`src/gpb_pkg.sv`:
```
/*
  gpb_pkg: register offsets, field positions, reset values and decode
  constants for the graphics port bridge decode and error control block.
  Assumes a 32-bit AHB-Lite register bus, one word per register.
*/
package gpb_pkg;
  // printed offsets are not all multiples of four: they are indices
  localparam logic [7:0]  IDX_PLIMIT   = 8'h26;
  localparam logic [7:0]  IDX_BCTRL    = 8'h3E;
  localparam logic [7:0]  IDX_ERRCMD   = 8'h40;
  localparam logic [7:0]  IDX_PBASE    = 8'h24;
  localparam logic [7:0]  IDX_IOWIN    = 8'h60;
  localparam logic [7:0]  IDX_CMD      = 8'h61;
  localparam logic [7:0]  IDX_IRQ_STAT = 8'h62;
  localparam logic [7:0]  IDX_IRQ_EN   = 8'h63;
  localparam logic [7:0]  IDX_IRQ_CLR  = 8'h64;

  localparam logic [15:0] PLIMIT_RST   = 16'h0000;
  localparam logic [15:0] PBASE_RST    = 16'hFFF0;
  localparam logic [15:0] WIN_MASK     = 16'hFFF0;
  localparam logic [7:0]  BCTRL_RST    = 8'h00;
  localparam logic [7:0]  BCTRL_MASK   = 8'h0D;
  localparam logic [7:0]  ERRCMD_MASK  = 8'h01;

  localparam int BC_PER  = 0;
  localparam int BC_ISA  = 2;
  localparam int BC_VGA  = 3;
  localparam int BC_MAM  = 5;
  localparam int BC_SRST = 6;
  localparam int BC_FB2B = 7;
  localparam int EC_TAE  = 0;

  localparam logic [31:0] VGA_MEM_LO = 32'h000A0000;
  localparam logic [31:0] VGA_MEM_HI = 32'h000BFFFF;
  localparam logic [9:0]  VGA_IO1_LO = 10'h3B0;
  localparam logic [9:0]  VGA_IO1_HI = 10'h3BB;
  localparam logic [9:0]  VGA_IO2_LO = 10'h3C0;
  localparam logic [9:0]  VGA_IO2_HI = 10'h3DF;
  localparam logic [19:0] LIMIT_FILL = 20'hFFFFF;
  localparam logic [31:0] ALL_ONES   = 32'hFFFFFFFF;

  // interrupt status bits
  localparam int EV_PERR = 0;
  localparam int EV_TA   = 1;
  localparam int EV_MA   = 2;
  localparam int EV_SERR = 3;
endpackage

```
`src/gpb_decode.sv`:
```
/*
  gpb_decode: host cycle routing (prefetchable window, VGA, ISA alias
  exclusion), master abort data handling and system-error messaging.
  Assumes host and graphics-port events are synchronous to SYS_CLK_I;
  registers are reached over AHB-Lite with single word transfers.
*/
// Our own choice: the AHB-Lite register port.
// Operation
// - memory in prefetch base..limit goes to graphics port
// - limit bits 15:4 writable as A31:20, bits 3:0 read zero
// - limit compare fills low twenty address bits with ones
// - back-to-back enable reads zero; back-to-back only in fast writes
// - secondary bus reset bit reads zero, never resets the port
// - master abort: drop write data, reads return all ones
// - vga bit clear: vga cycles go primary unless in a window
// - vga bit set: memory 0A0000h-0BFFFFh goes to graphics port
// - vga bit set: io low ten bits 3B0-3BB, 3C0-3DF, aliases match
// - vga forwarding ignores windows and isa exclusion
// - isa bit clear: all io in window goes to graphics port
// - isa bit set: last 768 bytes of each 1 KB go primary
// - isa exclusion touches only io already inside the window
// - parity response clear: no system error for parity errors
// - parity response set: report parity if system error enabled
// - target abort reported only when target abort bit is set
// - all system error messages gated by global enable
`timescale 1ns/1ns
module gpb_decode (
  input  wire logic        SYS_CLK_I,
  input  wire logic        RESET_I,
  input  wire logic        HSEL_I,
  input  wire logic [31:0] HADDR_I,
  input  wire logic [1:0]  HTRANS_I,
  input  wire logic        HWRITE_I,
  input  wire logic [2:0]  HSIZE_I,
  input  wire logic [31:0] HWDATA_I,
  input  wire logic        HREADY_I,
  output logic      [31:0] HRDATA_O,
  output logic             HREADYOUT_O,
  output logic             HRESP_O,
  input  wire logic        CYC_VALID_I,
  input  wire logic        CYC_IO_I,
  input  wire logic [31:0] CYC_ADDR_I,
  output logic             CYC_DONE_O,
  output logic             CYC_TO_GFX_O,
  input  wire logic        GFX_FAST_WRITE_I,
  output logic             GFX_BACK_TO_BACK_O,
  output logic             GFX_RESET_O,
  input  wire logic        MA_VALID_I,
  input  wire logic        MA_WRITE_I,
  input  wire logic [31:0] MA_RDATA_I,
  input  wire logic        MA_ABORT_I,
  output logic             MA_DONE_O,
  output logic      [31:0] MA_RDATA_O,
  input  wire logic        GFX_PARITY_ERR_I,
  input  wire logic        GFX_TARGET_ABORT_I,
  output logic             SERR_MSG_O,
  output logic             IRQ_O
);
  logic [15:0] plimit_r;
  logic [15:0] pbase_r;
  logic [31:0] iowin_r;
  logic [7:0]  bctrl_r;
  logic [7:0]  errcmd_r;
  logic        serr_en_r;
  logic [3:0]  irq_stat_r;
  logic [3:0]  irq_en_r;
  logic        wr_pend_r;
  logic        rd_pend_r;
  logic [7:0]  idx_r;

  function automatic logic in_rng(input logic [31:0] a,
                                  input logic [31:0] lo,
                                  input logic [31:0] hi);
    in_rng = (a >= lo) && (a <= hi);
  endfunction

  // bus slave: writes take zero wait states and land in the data phase, reads take one
  logic addr_ok;
  assign addr_ok = HSEL_I && HREADY_I && HTRANS_I[1];

  always_ff @(posedge SYS_CLK_I) begin
    if (RESET_I) begin
      wr_pend_r <= 1'b0;
      rd_pend_r <= 1'b0;
      idx_r     <= 8'h00;
    end else begin
      if (HREADY_I) begin
        wr_pend_r <= addr_ok && HWRITE_I;
        rd_pend_r <= addr_ok && !HWRITE_I;
        idx_r     <= HADDR_I[9:2];
      end
    end
  end

  logic wr_lim;
  logic wr_bas;
  logic wr_bc;
  logic wr_ec;
  logic wr_io;
  logic wr_cmd;
  logic wr_ien;
  logic wr_clr;
  assign wr_lim = wr_pend_r && idx_r == gpb_pkg::IDX_PLIMIT;
  assign wr_bas = wr_pend_r && idx_r == gpb_pkg::IDX_PBASE;
  assign wr_bc  = wr_pend_r && idx_r == gpb_pkg::IDX_BCTRL;
  assign wr_ec  = wr_pend_r && idx_r == gpb_pkg::IDX_ERRCMD;
  assign wr_io  = wr_pend_r && idx_r == gpb_pkg::IDX_IOWIN;
  assign wr_cmd = wr_pend_r && idx_r == gpb_pkg::IDX_CMD;
  assign wr_ien = wr_pend_r && idx_r == gpb_pkg::IDX_IRQ_EN;
  assign wr_clr = wr_pend_r && idx_r == gpb_pkg::IDX_IRQ_CLR;

  always_ff @(posedge SYS_CLK_I) begin
    if (RESET_I) begin
      plimit_r  <= gpb_pkg::PLIMIT_RST;
      pbase_r   <= gpb_pkg::PBASE_RST;
      bctrl_r   <= gpb_pkg::BCTRL_RST;
      errcmd_r  <= 8'h00;
      iowin_r   <= 32'h00000000;
      serr_en_r <= 1'b0;
      irq_en_r  <= 4'h0;
    end else begin
      if (wr_lim)
        plimit_r <= HWDATA_I[15:0] & gpb_pkg::WIN_MASK;
      if (wr_bas)
        pbase_r <= HWDATA_I[15:0] & gpb_pkg::WIN_MASK;
      if (wr_bc)
        bctrl_r <= HWDATA_I[7:0] & gpb_pkg::BCTRL_MASK;
      if (wr_ec)
        errcmd_r <= HWDATA_I[7:0] & gpb_pkg::ERRCMD_MASK;
      if (wr_io)
        iowin_r <= HWDATA_I;
      if (wr_cmd)
        serr_en_r <= HWDATA_I[0];
      if (wr_ien)
        irq_en_r <= HWDATA_I[3:0];
    end
  end

  logic [31:0] rd_val;
  always_comb begin
    case (idx_r)
      gpb_pkg::IDX_PLIMIT:   rd_val = {16'h0000, plimit_r};
      gpb_pkg::IDX_PBASE:    rd_val = {16'h0000, pbase_r};
      gpb_pkg::IDX_BCTRL:    rd_val = {24'h000000, bctrl_r};
      gpb_pkg::IDX_ERRCMD:   rd_val = {24'h000000, errcmd_r};
      gpb_pkg::IDX_IOWIN:    rd_val = iowin_r;
      gpb_pkg::IDX_CMD:      rd_val = {31'h0, serr_en_r};
      gpb_pkg::IDX_IRQ_STAT: rd_val = {28'h0000000, irq_stat_r};
      gpb_pkg::IDX_IRQ_EN:   rd_val = {28'h0000000, irq_en_r};
      default:               rd_val = 32'h00000000;
    endcase
  end

  // data is registered, so the read answer needs one wait state
  logic rd_done_r;
  always_ff @(posedge SYS_CLK_I) begin
    if (RESET_I) begin
      HRDATA_O    <= 32'h00000000;
      HREADYOUT_O <= 1'b1;
      HRESP_O     <= 1'b0;
      rd_done_r   <= 1'b0;
    end else begin
      rd_done_r <= 1'b0;
      if (addr_ok && !HWRITE_I)
        HREADYOUT_O <= 1'b0;
      else if (rd_pend_r && !rd_done_r) begin
        HRDATA_O    <= rd_val;
        HREADYOUT_O <= 1'b1;
        rd_done_r   <= 1'b1;
      end
    end
  end

  // routing of one host cycle per valid pulse
  logic [31:0] plim_full;
  logic [31:0] pbas_full;
  logic        mem_win;
  logic        vga_mem;
  logic        vga_io;
  logic        io_win;
  logic        isa_hit;
  logic        to_gfx;
  assign plim_full = {plimit_r[15:4], gpb_pkg::LIMIT_FILL};
  assign pbas_full = {pbase_r[15:4], 20'h00000};
  assign mem_win   = in_rng(CYC_ADDR_I, pbas_full, plim_full);
  assign vga_mem   = in_rng(CYC_ADDR_I, gpb_pkg::VGA_MEM_LO,
                            gpb_pkg::VGA_MEM_HI);
  assign vga_io    = (CYC_ADDR_I[9:0] >= gpb_pkg::VGA_IO1_LO &&
                      CYC_ADDR_I[9:0] <= gpb_pkg::VGA_IO1_HI) ||
                     (CYC_ADDR_I[9:0] >= gpb_pkg::VGA_IO2_LO &&
                      CYC_ADDR_I[9:0] <= gpb_pkg::VGA_IO2_HI);
  assign io_win    = CYC_ADDR_I[15:0] >= iowin_r[15:0] &&
                     CYC_ADDR_I[15:0] <= iowin_r[31:16];
  // low 256 of each 1 KB stay, upper 768 excluded
  assign isa_hit   = bctrl_r[gpb_pkg::BC_ISA] &&
                     CYC_ADDR_I[9:8] != 2'b00;

  always_comb begin
    if (CYC_IO_I)
      to_gfx = (bctrl_r[gpb_pkg::BC_VGA] && vga_io) ||
               (io_win && !isa_hit);
    else
      to_gfx = (bctrl_r[gpb_pkg::BC_VGA] && vga_mem) || mem_win;
  end

  always_ff @(posedge SYS_CLK_I) begin
    if (RESET_I) begin
      CYC_DONE_O   <= 1'b0;
      CYC_TO_GFX_O <= 1'b0;
    end else begin
      CYC_DONE_O <= CYC_VALID_I;
      if (CYC_VALID_I)
        CYC_TO_GFX_O <= to_gfx;
    end
  end

  always_ff @(posedge SYS_CLK_I) begin
    if (RESET_I) begin
      GFX_BACK_TO_BACK_O <= 1'b0;
      GFX_RESET_O        <= 1'b0;
    end else begin
      GFX_BACK_TO_BACK_O <= GFX_FAST_WRITE_I;
      GFX_RESET_O        <= 1'b0;
    end
  end

  // master completion on the graphics port
  always_ff @(posedge SYS_CLK_I) begin
    if (RESET_I) begin
      MA_DONE_O  <= 1'b0;
      MA_RDATA_O <= 32'h00000000;
    end else begin
      MA_DONE_O <= MA_VALID_I;
      if (MA_VALID_I && !MA_WRITE_I)
        MA_RDATA_O <= MA_ABORT_I ? gpb_pkg::ALL_ONES : MA_RDATA_I;
    end
  end

  // error messaging
  logic perr_rep;
  logic ta_rep;
  logic serr_ev;
  assign perr_rep = GFX_PARITY_ERR_I &&
                    bctrl_r[gpb_pkg::BC_PER];
  assign ta_rep   = GFX_TARGET_ABORT_I &&
                    errcmd_r[gpb_pkg::EC_TAE];
  assign serr_ev  = serr_en_r && (perr_rep || ta_rep);

  always_ff @(posedge SYS_CLK_I) begin
    if (RESET_I)
      SERR_MSG_O <= 1'b0;
    else
      SERR_MSG_O <= serr_ev;
  end

  logic [3:0] ev;
  assign ev = {serr_ev, MA_VALID_I && MA_ABORT_I,
               GFX_TARGET_ABORT_I, GFX_PARITY_ERR_I};

  // a new event wins over a clear in the same cycle
  always_ff @(posedge SYS_CLK_I) begin
    if (RESET_I)
      irq_stat_r <= 4'h0;
    else
      irq_stat_r <= (irq_stat_r & ~(wr_clr ? HWDATA_I[3:0] : 4'h0)) | ev;
  end

  always_ff @(posedge SYS_CLK_I) begin
    if (RESET_I)
      IRQ_O <= 1'b0;
    else
      IRQ_O <= |(((irq_stat_r & ~(wr_clr ? HWDATA_I[3:0] : 4'h0)) | ev)
                 & irq_en_r);
  end

  property p_serr_gate;
    @(posedge SYS_CLK_I) disable iff (RESET_I)
    SERR_MSG_O |-> $past(serr_en_r);
  endproperty
  a_serr_gate: assert property (p_serr_gate)
    else $error("system error without global enable");

  property p_perr_quiet;
    @(posedge SYS_CLK_I) disable iff (RESET_I)
    (GFX_PARITY_ERR_I && !bctrl_r[gpb_pkg::BC_PER] && !ta_rep)
      |=> !SERR_MSG_O;
  endproperty
  a_perr_quiet: assert property (p_perr_quiet)
    else $error("parity reported while response off");

  property p_perr_rep;
    @(posedge SYS_CLK_I) disable iff (RESET_I)
    (GFX_PARITY_ERR_I && bctrl_r[gpb_pkg::BC_PER] && serr_en_r)
      |=> SERR_MSG_O;
  endproperty
  a_perr_rep: assert property (p_perr_rep)
    else $error("parity error not reported");

  property p_ta_rep;
    @(posedge SYS_CLK_I) disable iff (RESET_I)
    (GFX_TARGET_ABORT_I && !perr_rep) |=>
      (SERR_MSG_O == $past(errcmd_r[gpb_pkg::EC_TAE] && serr_en_r));
  endproperty
  a_ta_rep: assert property (p_ta_rep)
    else $error("target abort report mismatch");

  property p_ma_ones;
    @(posedge SYS_CLK_I) disable iff (RESET_I)
    (MA_VALID_I && !MA_WRITE_I && MA_ABORT_I)
      |=> MA_DONE_O && MA_RDATA_O == gpb_pkg::ALL_ONES;
  endproperty
  a_ma_ones: assert property (p_ma_ones)
    else $error("aborted read not all ones");

  property p_vga_mem;
    @(posedge SYS_CLK_I) disable iff (RESET_I)
    (CYC_VALID_I && !CYC_IO_I && vga_mem && bctrl_r[gpb_pkg::BC_VGA])
      |=> CYC_TO_GFX_O;
  endproperty
  a_vga_mem: assert property (p_vga_mem)
    else $error("vga memory not forwarded");

  property p_vga_io;
    @(posedge SYS_CLK_I) disable iff (RESET_I)
    (CYC_VALID_I && CYC_IO_I && vga_io && bctrl_r[gpb_pkg::BC_VGA])
      |=> CYC_TO_GFX_O;
  endproperty
  a_vga_io: assert property (p_vga_io)
    else $error("vga io not forwarded");

  property p_isa;
    @(posedge SYS_CLK_I) disable iff (RESET_I)
    (CYC_VALID_I && CYC_IO_I && isa_hit && !bctrl_r[gpb_pkg::BC_VGA])
      |=> !CYC_TO_GFX_O;
  endproperty
  a_isa: assert property (p_isa)
    else $error("isa alias forwarded");

  property p_io_win;
    @(posedge SYS_CLK_I) disable iff (RESET_I)
    (CYC_VALID_I && CYC_IO_I && io_win && !bctrl_r[gpb_pkg::BC_ISA])
      |=> CYC_TO_GFX_O;
  endproperty
  a_io_win: assert property (p_io_win)
    else $error("io window cycle not forwarded");

  // 1x mode must never see back-to-back cycles on the port
  property p_b2b;
    @(posedge SYS_CLK_I) disable iff (RESET_I)
    !GFX_FAST_WRITE_I |=> !GFX_BACK_TO_BACK_O;
  endproperty
  a_b2b: assert property (p_b2b)
    else $error("back to back allowed in 1x mode");

  property p_pmem;
    @(posedge SYS_CLK_I) disable iff (RESET_I)
    (CYC_VALID_I && !CYC_IO_I && !bctrl_r[gpb_pkg::BC_VGA])
      |=> CYC_TO_GFX_O == $past(mem_win);
  endproperty
  a_pmem: assert property (p_pmem)
    else $error("prefetch window routing wrong");

  property p_reserved;
    @(posedge SYS_CLK_I) disable iff (RESET_I)
    plimit_r[3:0] == 4'h0 && bctrl_r[7:4] == 4'h0 && !bctrl_r[1] &&
    errcmd_r[7:1] == 7'h00;
  endproperty
  a_reserved: assert property (p_reserved)
    else $error("reserved bits not zero");

  property p_nores;
    @(posedge SYS_CLK_I) disable iff (RESET_I)
    !GFX_RESET_O;
  endproperty
  a_nores: assert property (p_nores)
    else $error("graphics reset driven");

  c_vga: cover property (@(posedge SYS_CLK_I) disable iff (RESET_I)
    CYC_VALID_I && CYC_IO_I && vga_io && bctrl_r[gpb_pkg::BC_VGA]);
  c_isa: cover property (@(posedge SYS_CLK_I) disable iff (RESET_I)
    CYC_VALID_I && CYC_IO_I && io_win && isa_hit);
  c_serr: cover property (@(posedge SYS_CLK_I) disable iff (RESET_I)
    SERR_MSG_O);
  c_irq: cover property (@(posedge SYS_CLK_I) disable iff (RESET_I)
    IRQ_O);
endmodule // gpb_decode

```
`config.mk`:
```
export PLATFORM = sky130hd
export DESIGN_NAME = gpb_decode
export DESIGN_NICKNAME = d
export VERILOG_FILES = /design/src/gpb_pkg.sv /design/src/gpb_decode.sv
export SDC_FILE = /design/constraint.sdc
export NUM_CORES = 1
export LEC_CHECK = 0
export BUFFER_PORTS_ARGS = -buffer_cell sky130_fd_sc_hd__buf_2
export CAP_MARGIN = 10
export CORE_ASPECT_RATIO = 0.7
export CORE_MARGIN = 2
export CORE_UTILIZATION = 40
export CTS_BUF_LIST = sky130_fd_sc_hd__clkbuf_4 sky130_fd_sc_hd__clkbuf_8
export CTS_CLUSTER_SIZE = 12
export DETAILED_ROUTE_END_ITERATION = 16
export SYNTH_ARGS = -nofsm -noshare
export SYNTH_HDL_FRONTEND = slang
export SYNTH_SLANG_ARGS = --single-unit
```
`constraint.sdc`:
```
create_clock -name SYS_CLK_I -period 2.15 [get_ports SYS_CLK_I]
set_input_delay 0.43 -clock SYS_CLK_I [delete_from_list [all_inputs] [get_ports SYS_CLK_I]]
set_output_delay 0.43 -clock SYS_CLK_I [all_outputs]
set_load 0.05 [all_outputs]
```
# Word level (Yosys, flattened, before mapping)
# Cells that the tools add are included.
# totals
reg_bits	151
out_inout_bits	73
input_bits	146
wordCells	92
# classes
muxes	7
n_reduce_logical	40
bitwise_logic	5
order_cmp	10
n_eq_ne	9
# ops
operator	count
$pmux 32 s8	1
$eq 8x7->1 const B	6
$ge 32x20->1 const B	1
$ge 32x32->1	1
$le 32x20->1 const B	1
$le 32x32->1	1
$mux 32	1
$logic_and 1x1->1	27
$eq 8x6->1 const B	3
$ge 10x10->1 const B	2
$le 10x10->1 const B	2
$ge 16x16->1	1
$le 16x16->1	1
$and 4x4->4	2
$logic_not 1->1	4
$logic_or 1x1->1	4
$mux 1	4
$mux 4	1
$not 4->4	1
$or 4x4->4	1
$reduce_bool 2->1	2
$reduce_or 4->1	1
$reduce_and 2->1	1
$reduce_or 2->1	1
$not 1->1	1

# Longest topological paths before layout
# depth
word_depth	8
ltp_mapped	9
mapped_depth_nobuf	8

# Worst setup path before layout
# No wires, ideal clock.
# synth_timing
path_kind	register to register
from	register idx_r[5]
to	register HRDATA_O[15]
n_path_buf	3
required_ns	2.037
path_stages_with_launch	10
path_slack_ns	0.159
synth_period_minus_slack_ns	1.991
t_arrival_ns	1.878
cell_sequence	dfxtp_1 -> buf_6 -> and3b_1 -> and4_4 -> buf_6 -> or4_4 -> o21ai_4 -> buf_6 -> a2bb2oi_2 -> nor2_1
# synth_between
elab_chain_len	2
word_cells_on_any_way	9
classes_between	8 x eq/ne; 1 x mux
# synth_lines
element	line	text
start, declared	gpb_decode.sv:69	logic [7:0] idx_r;
start signal, assigned	gpb_decode.sv:90	idx_r <= HADDR_I[9:2];
$eq 8x7->1 or $eq 8x6->1 (tied branches)	gpb_decode.sv:141	case (idx_r)
$pmux 32 s8 *	gpb_decode.sv:141	
end signal, assigned	gpb_decode.sv:167	HRDATA_O <= rd_val;
end, declared	gpb_decode.sv:37	output logic [31:0] HRDATA_O,
# Every way passes the cells marked *; elsewhere a longest branch is shown, timed or not.
# A chain may end at the register's enable or synchronous reset.

# Worst setup path in the final report
# layout_timing
from	register iowin_r[0]
to	register CYC_TO_GFX_O
# layout_between
elab_chain_len	5
# layout_lines
element	line	text
start, declared	gpb_decode.sv:61	logic [31:0] iowin_r;
start signal, assigned	gpb_decode.sv:118	iowin_r <= 32'h00000000;
start signal, assigned	gpb_decode.sv:131	iowin_r <= HWDATA_I;
$ge 16x16->1	gpb_decode.sv:192	assign io_win = CYC_ADDR_I[15:0] >= iowin_r[15:0] &&
$logic_and 1x1->1	gpb_decode.sv:192	
$logic_and 1x1->1	gpb_decode.sv:201	(io_win && !isa_hit);
$logic_or 1x1->1	gpb_decode.sv:200	to_gfx = (bctrl_r[gpb_pkg::BC_VGA] && vga_io) ||
$mux 1	gpb_decode.sv:199	if (CYC_IO_I)
end signal, assigned	gpb_decode.sv:213	CYC_TO_GFX_O <= to_gfx;
end, declared	gpb_decode.sv:44	output logic CYC_TO_GFX_O,
# Every way passes these cells.

==> metrics <==
Mean Syn Cell Area 8.32 sq um; ys async rst share 0%; # DRC 0; antenna cells 0; area grow syn2layout 25.2%; outcome completed; CORE AREA 0.0182 sq mm; GRT Util Overall 22.8%; critical path cell sequence ha_1 > nand2b_1 > a2111o_1 > a221oi_2 > o211ai_1 > nand4_1 > a2111oi_4; first-pass GRT wire length 36000 um; Row Count 41; DRT antenna net count 0; CTS clk-pin slew, worst paths 0.09 ns; CTS tree done; FF-to-FF setup slack 0.04 ns; max-slew violations 0; io pins 219; final net count 1305; GP Congestion 0.853; H-Tree Depth 4; register area share after synthesis 40.2%; maximum VDD drop 0.332 mV; Hold WS 0.217 ns; via count 7159; fmax 474 MHz; Post-synth top cells 151 x dfxtp_1, 119 x nand2_1, 87 x a21oi_1; Max Cap Viol 0; worst hold start GFX_FAST_WRITE_I; Arrival @ worst endpoint 2.41 ns; final HPWL from detailed placement 17400 um; worst r2r src iowin_r[0]$_SDFFE_PP0P_; Yosys cell types 63; Worst-Skew Late Latency 0.43 ns; routed wire length 23100 um; 1st-pass router iterations 7; pin count of the biggest net entering global routing 47; worst setup margin 0.0408 ns; clock sinks 151; initial antenna violation count 0; Worst setup SP type flop; Fin Clk Skew 0.0142 ns; PortBufs 188; top-count cell post-synth dfxtp_1; Final Cycle Share 98.1%; leakage power 0.00397 uW; Num CTS Buffers 17; hold worst-path end GFX_BACK_TO_BACK_O$_SDFF_PP0_; crit-path max cell delay 0.42 ns; reg2reg end CYC_TO_GFX_O$_SDFFE_PP0P_; Worst slew margin 54.1%; Final Hold Viols 0; CP Max Fanout 3; Final Critical Period 2.11 ns; WHS Path Cells 2; crit end category flop; worst slew pin tran 0.688 ns; CP Launch Point iowin_r[0]$_SDFFE_PP0P_; Die ar. 0.0199 sq mm; total gr overflow 0; slowest CP cell dfxtp_1; YS warnings 0; Synth Register Bits 151; critical path required time 2.45 ns; fin util 51.7%; Mapped Area 0.00752 sq mm; Reg area 0.00304 sq mm; Die Y 119 um; Yosys top cell by area dfxtp_1; Post-Syn Instances 904; fillcell total 1764; Initial Util 41.3%; vias in the first global route 6584; area share of the leading cell type in the synthesized netlist 40.2%; EDFF count, synth 0; Cell Pwr Density 645 mW/mm^2; Multi-input gate area 0.00401 sq mm; Top FF cell, synth dfxtp_1; Hold Crit Class primary input to flop; dpl ws -0.176 ns; mean routed wirelength per cell 17.1 um; vias per cell 5.30; share of layout cells above drive strength 1 28.5%; 1st-iter DRT viols 718; Crit Path Category flop to flop; Die W 168 um; Synth area leaders dfxtp_1 40%, ha_1 9.3%, nand2_1 5.9%; R2R cell count 7; root buffer cell clkbuf_8; CTS Buffer Depth 2; final setup fails 0; hold bufs inserted after CTS 0
## final cells by class
class / instances / area share (%)
flip-flops and latches: 151 / 32.3
well taps: 236 / 3.13
multi-input cells: 635 / 42.5
clock inverters: 12 / 1.85
inverters: 56 / 2.23
clock buffers: 20 / 2.72
repair buffers: 242 / 15.3
## state kept, by name (all words and copies together) (netlist names)
signal and count:
CYC_DONE_O 1, SERR_MSG_O 1, pbase_r 12, rd_done_r 1, HRDATA_O 32, wr_pend_r 1, MA_DONE_O 1, bctrl_r 3
idx_r 8, IRQ_O 1, irq_stat_r 4, MA_RDATA_O 32, iowin_r 32, GFX_BACK_TO_BACK_O 1, rd_pend_r 1, plimit_r 12
serr_en_r 1, irq_en_r 4, HREADYOUT_O 1, errcmd_r 1, CYC_TO_GFX_O 1
## layout by cell type, fill, tap and decap left out, drive strengths merged, types with 5 or more instances in the layout
cell / n
nand3: 47
clkbuf: 20
nor3: 75
a2bb2oi: 13
nor2b: 13
ha: 56
clkinv: 5
inv: 58
and3: 12
a21oi: 87
a211o: 12
nand4: 15
a21o: 7
o21ai: 14
a222oi: 12
buf: 242
nor2: 73
and4: 5
dfxtp: 151
mux2i: 17
nand2: 119
nand2b: 9
nor4: 7
## stage by stage
stage | power, uW | instance area, sq um | setup TNS [ns] | std cells
2_1_floorplan | 3430 | 7530 | 0 | 905
3_3_place_gp | 3740 | 8890 | -0.122 | 1317
3_5_place_dp | 3750 | 8890 | -0.176 | 1317
4_1_cts | 6120 | 9320 | 0 | 1349
5_1_grt | 6330 | 9420 | -0.0595 | 1352
6_report | 6080 | 9420 | 0 | 1352
## kinds of logic after synthesis
| logic type | count (synthesis) | share of synthesized area (%) |
|---|---|---|
| buf+inv | 119 | 7.40 |
| mux | 18 | 2.41 |
| fa+ha+maj | 56 | 9.31 |
| compound gates | 167 | 15.3 |
| flops | 151 | 40.2 |
| other cells | 1 | 0.0498 |
| simple gates | 392 | 25.4 |
## worst max-delay path: cells and delay by family (launching register included)
kind | cells | cell delay (ns)
AO/OA/AOI/OAI | 4 | 0.99
AND/OR/NAND/NOR | 2 | 0.32
adder cells (fa/ha/maj) | 1 | 0.25
flip-flops | 1 | 0.42
## metal layers
metal / routed length [um] / up-vias / track usage (%) / part of all wire (%)
met1: 11700 / 3335 / 35.5 / 51
met4: 233 / 0 / 6.03 / 1.0
met3: 1630 / 17 / 4.89 / 7.1
li1: - / 3570 / - / -
met5: 0 / - / 0 / 0
met2: 9470 / 237 / 31.3 / 41
## timing repair
action | CTS | global route
buffers inserted | 0 | 2
hold endpoints to repair | 0 | 0
resized for setup | 0 | 28
setup endpoints to repair | 0 | 38
## power by group
part / switching [uW] / internal (uW) / total, uW
logic: 517 / 288 / 805
clock network: 1070 / 1310 / 2380
registers: 37.4 / 2860 / 2890
total: 1630 / 4450 / 6080
## worst max path at each step
| stage | end | slack (ns) | depth (start not counted) |
|---|---|---|---|
| 3_5_place_dp | CYC_TO_GFX_O$_SDFFE_PP0P_ | -0.18 | 9 |
| 2_1_floorplan | HRDATA_O[15]$_SDFFE_PP0P_ | 0.16 | 9 |
| 4_1_cts | iowin_r[28]$_SDFFE_PP0P_ | 0.02 | 7 |
| 6_report | CYC_TO_GFX_O$_SDFFE_PP0P_ | 0.04 | 7 |
| 5_1_grt | CYC_TO_GFX_O$_SDFFE_PP0P_ | -0.06 | 8 |
| 3_3_place_gp | CYC_TO_GFX_O$_SDFFE_PP0P_ | -0.12 | 9 |
No activity file was read; power rests on OpenSTA's default activity.
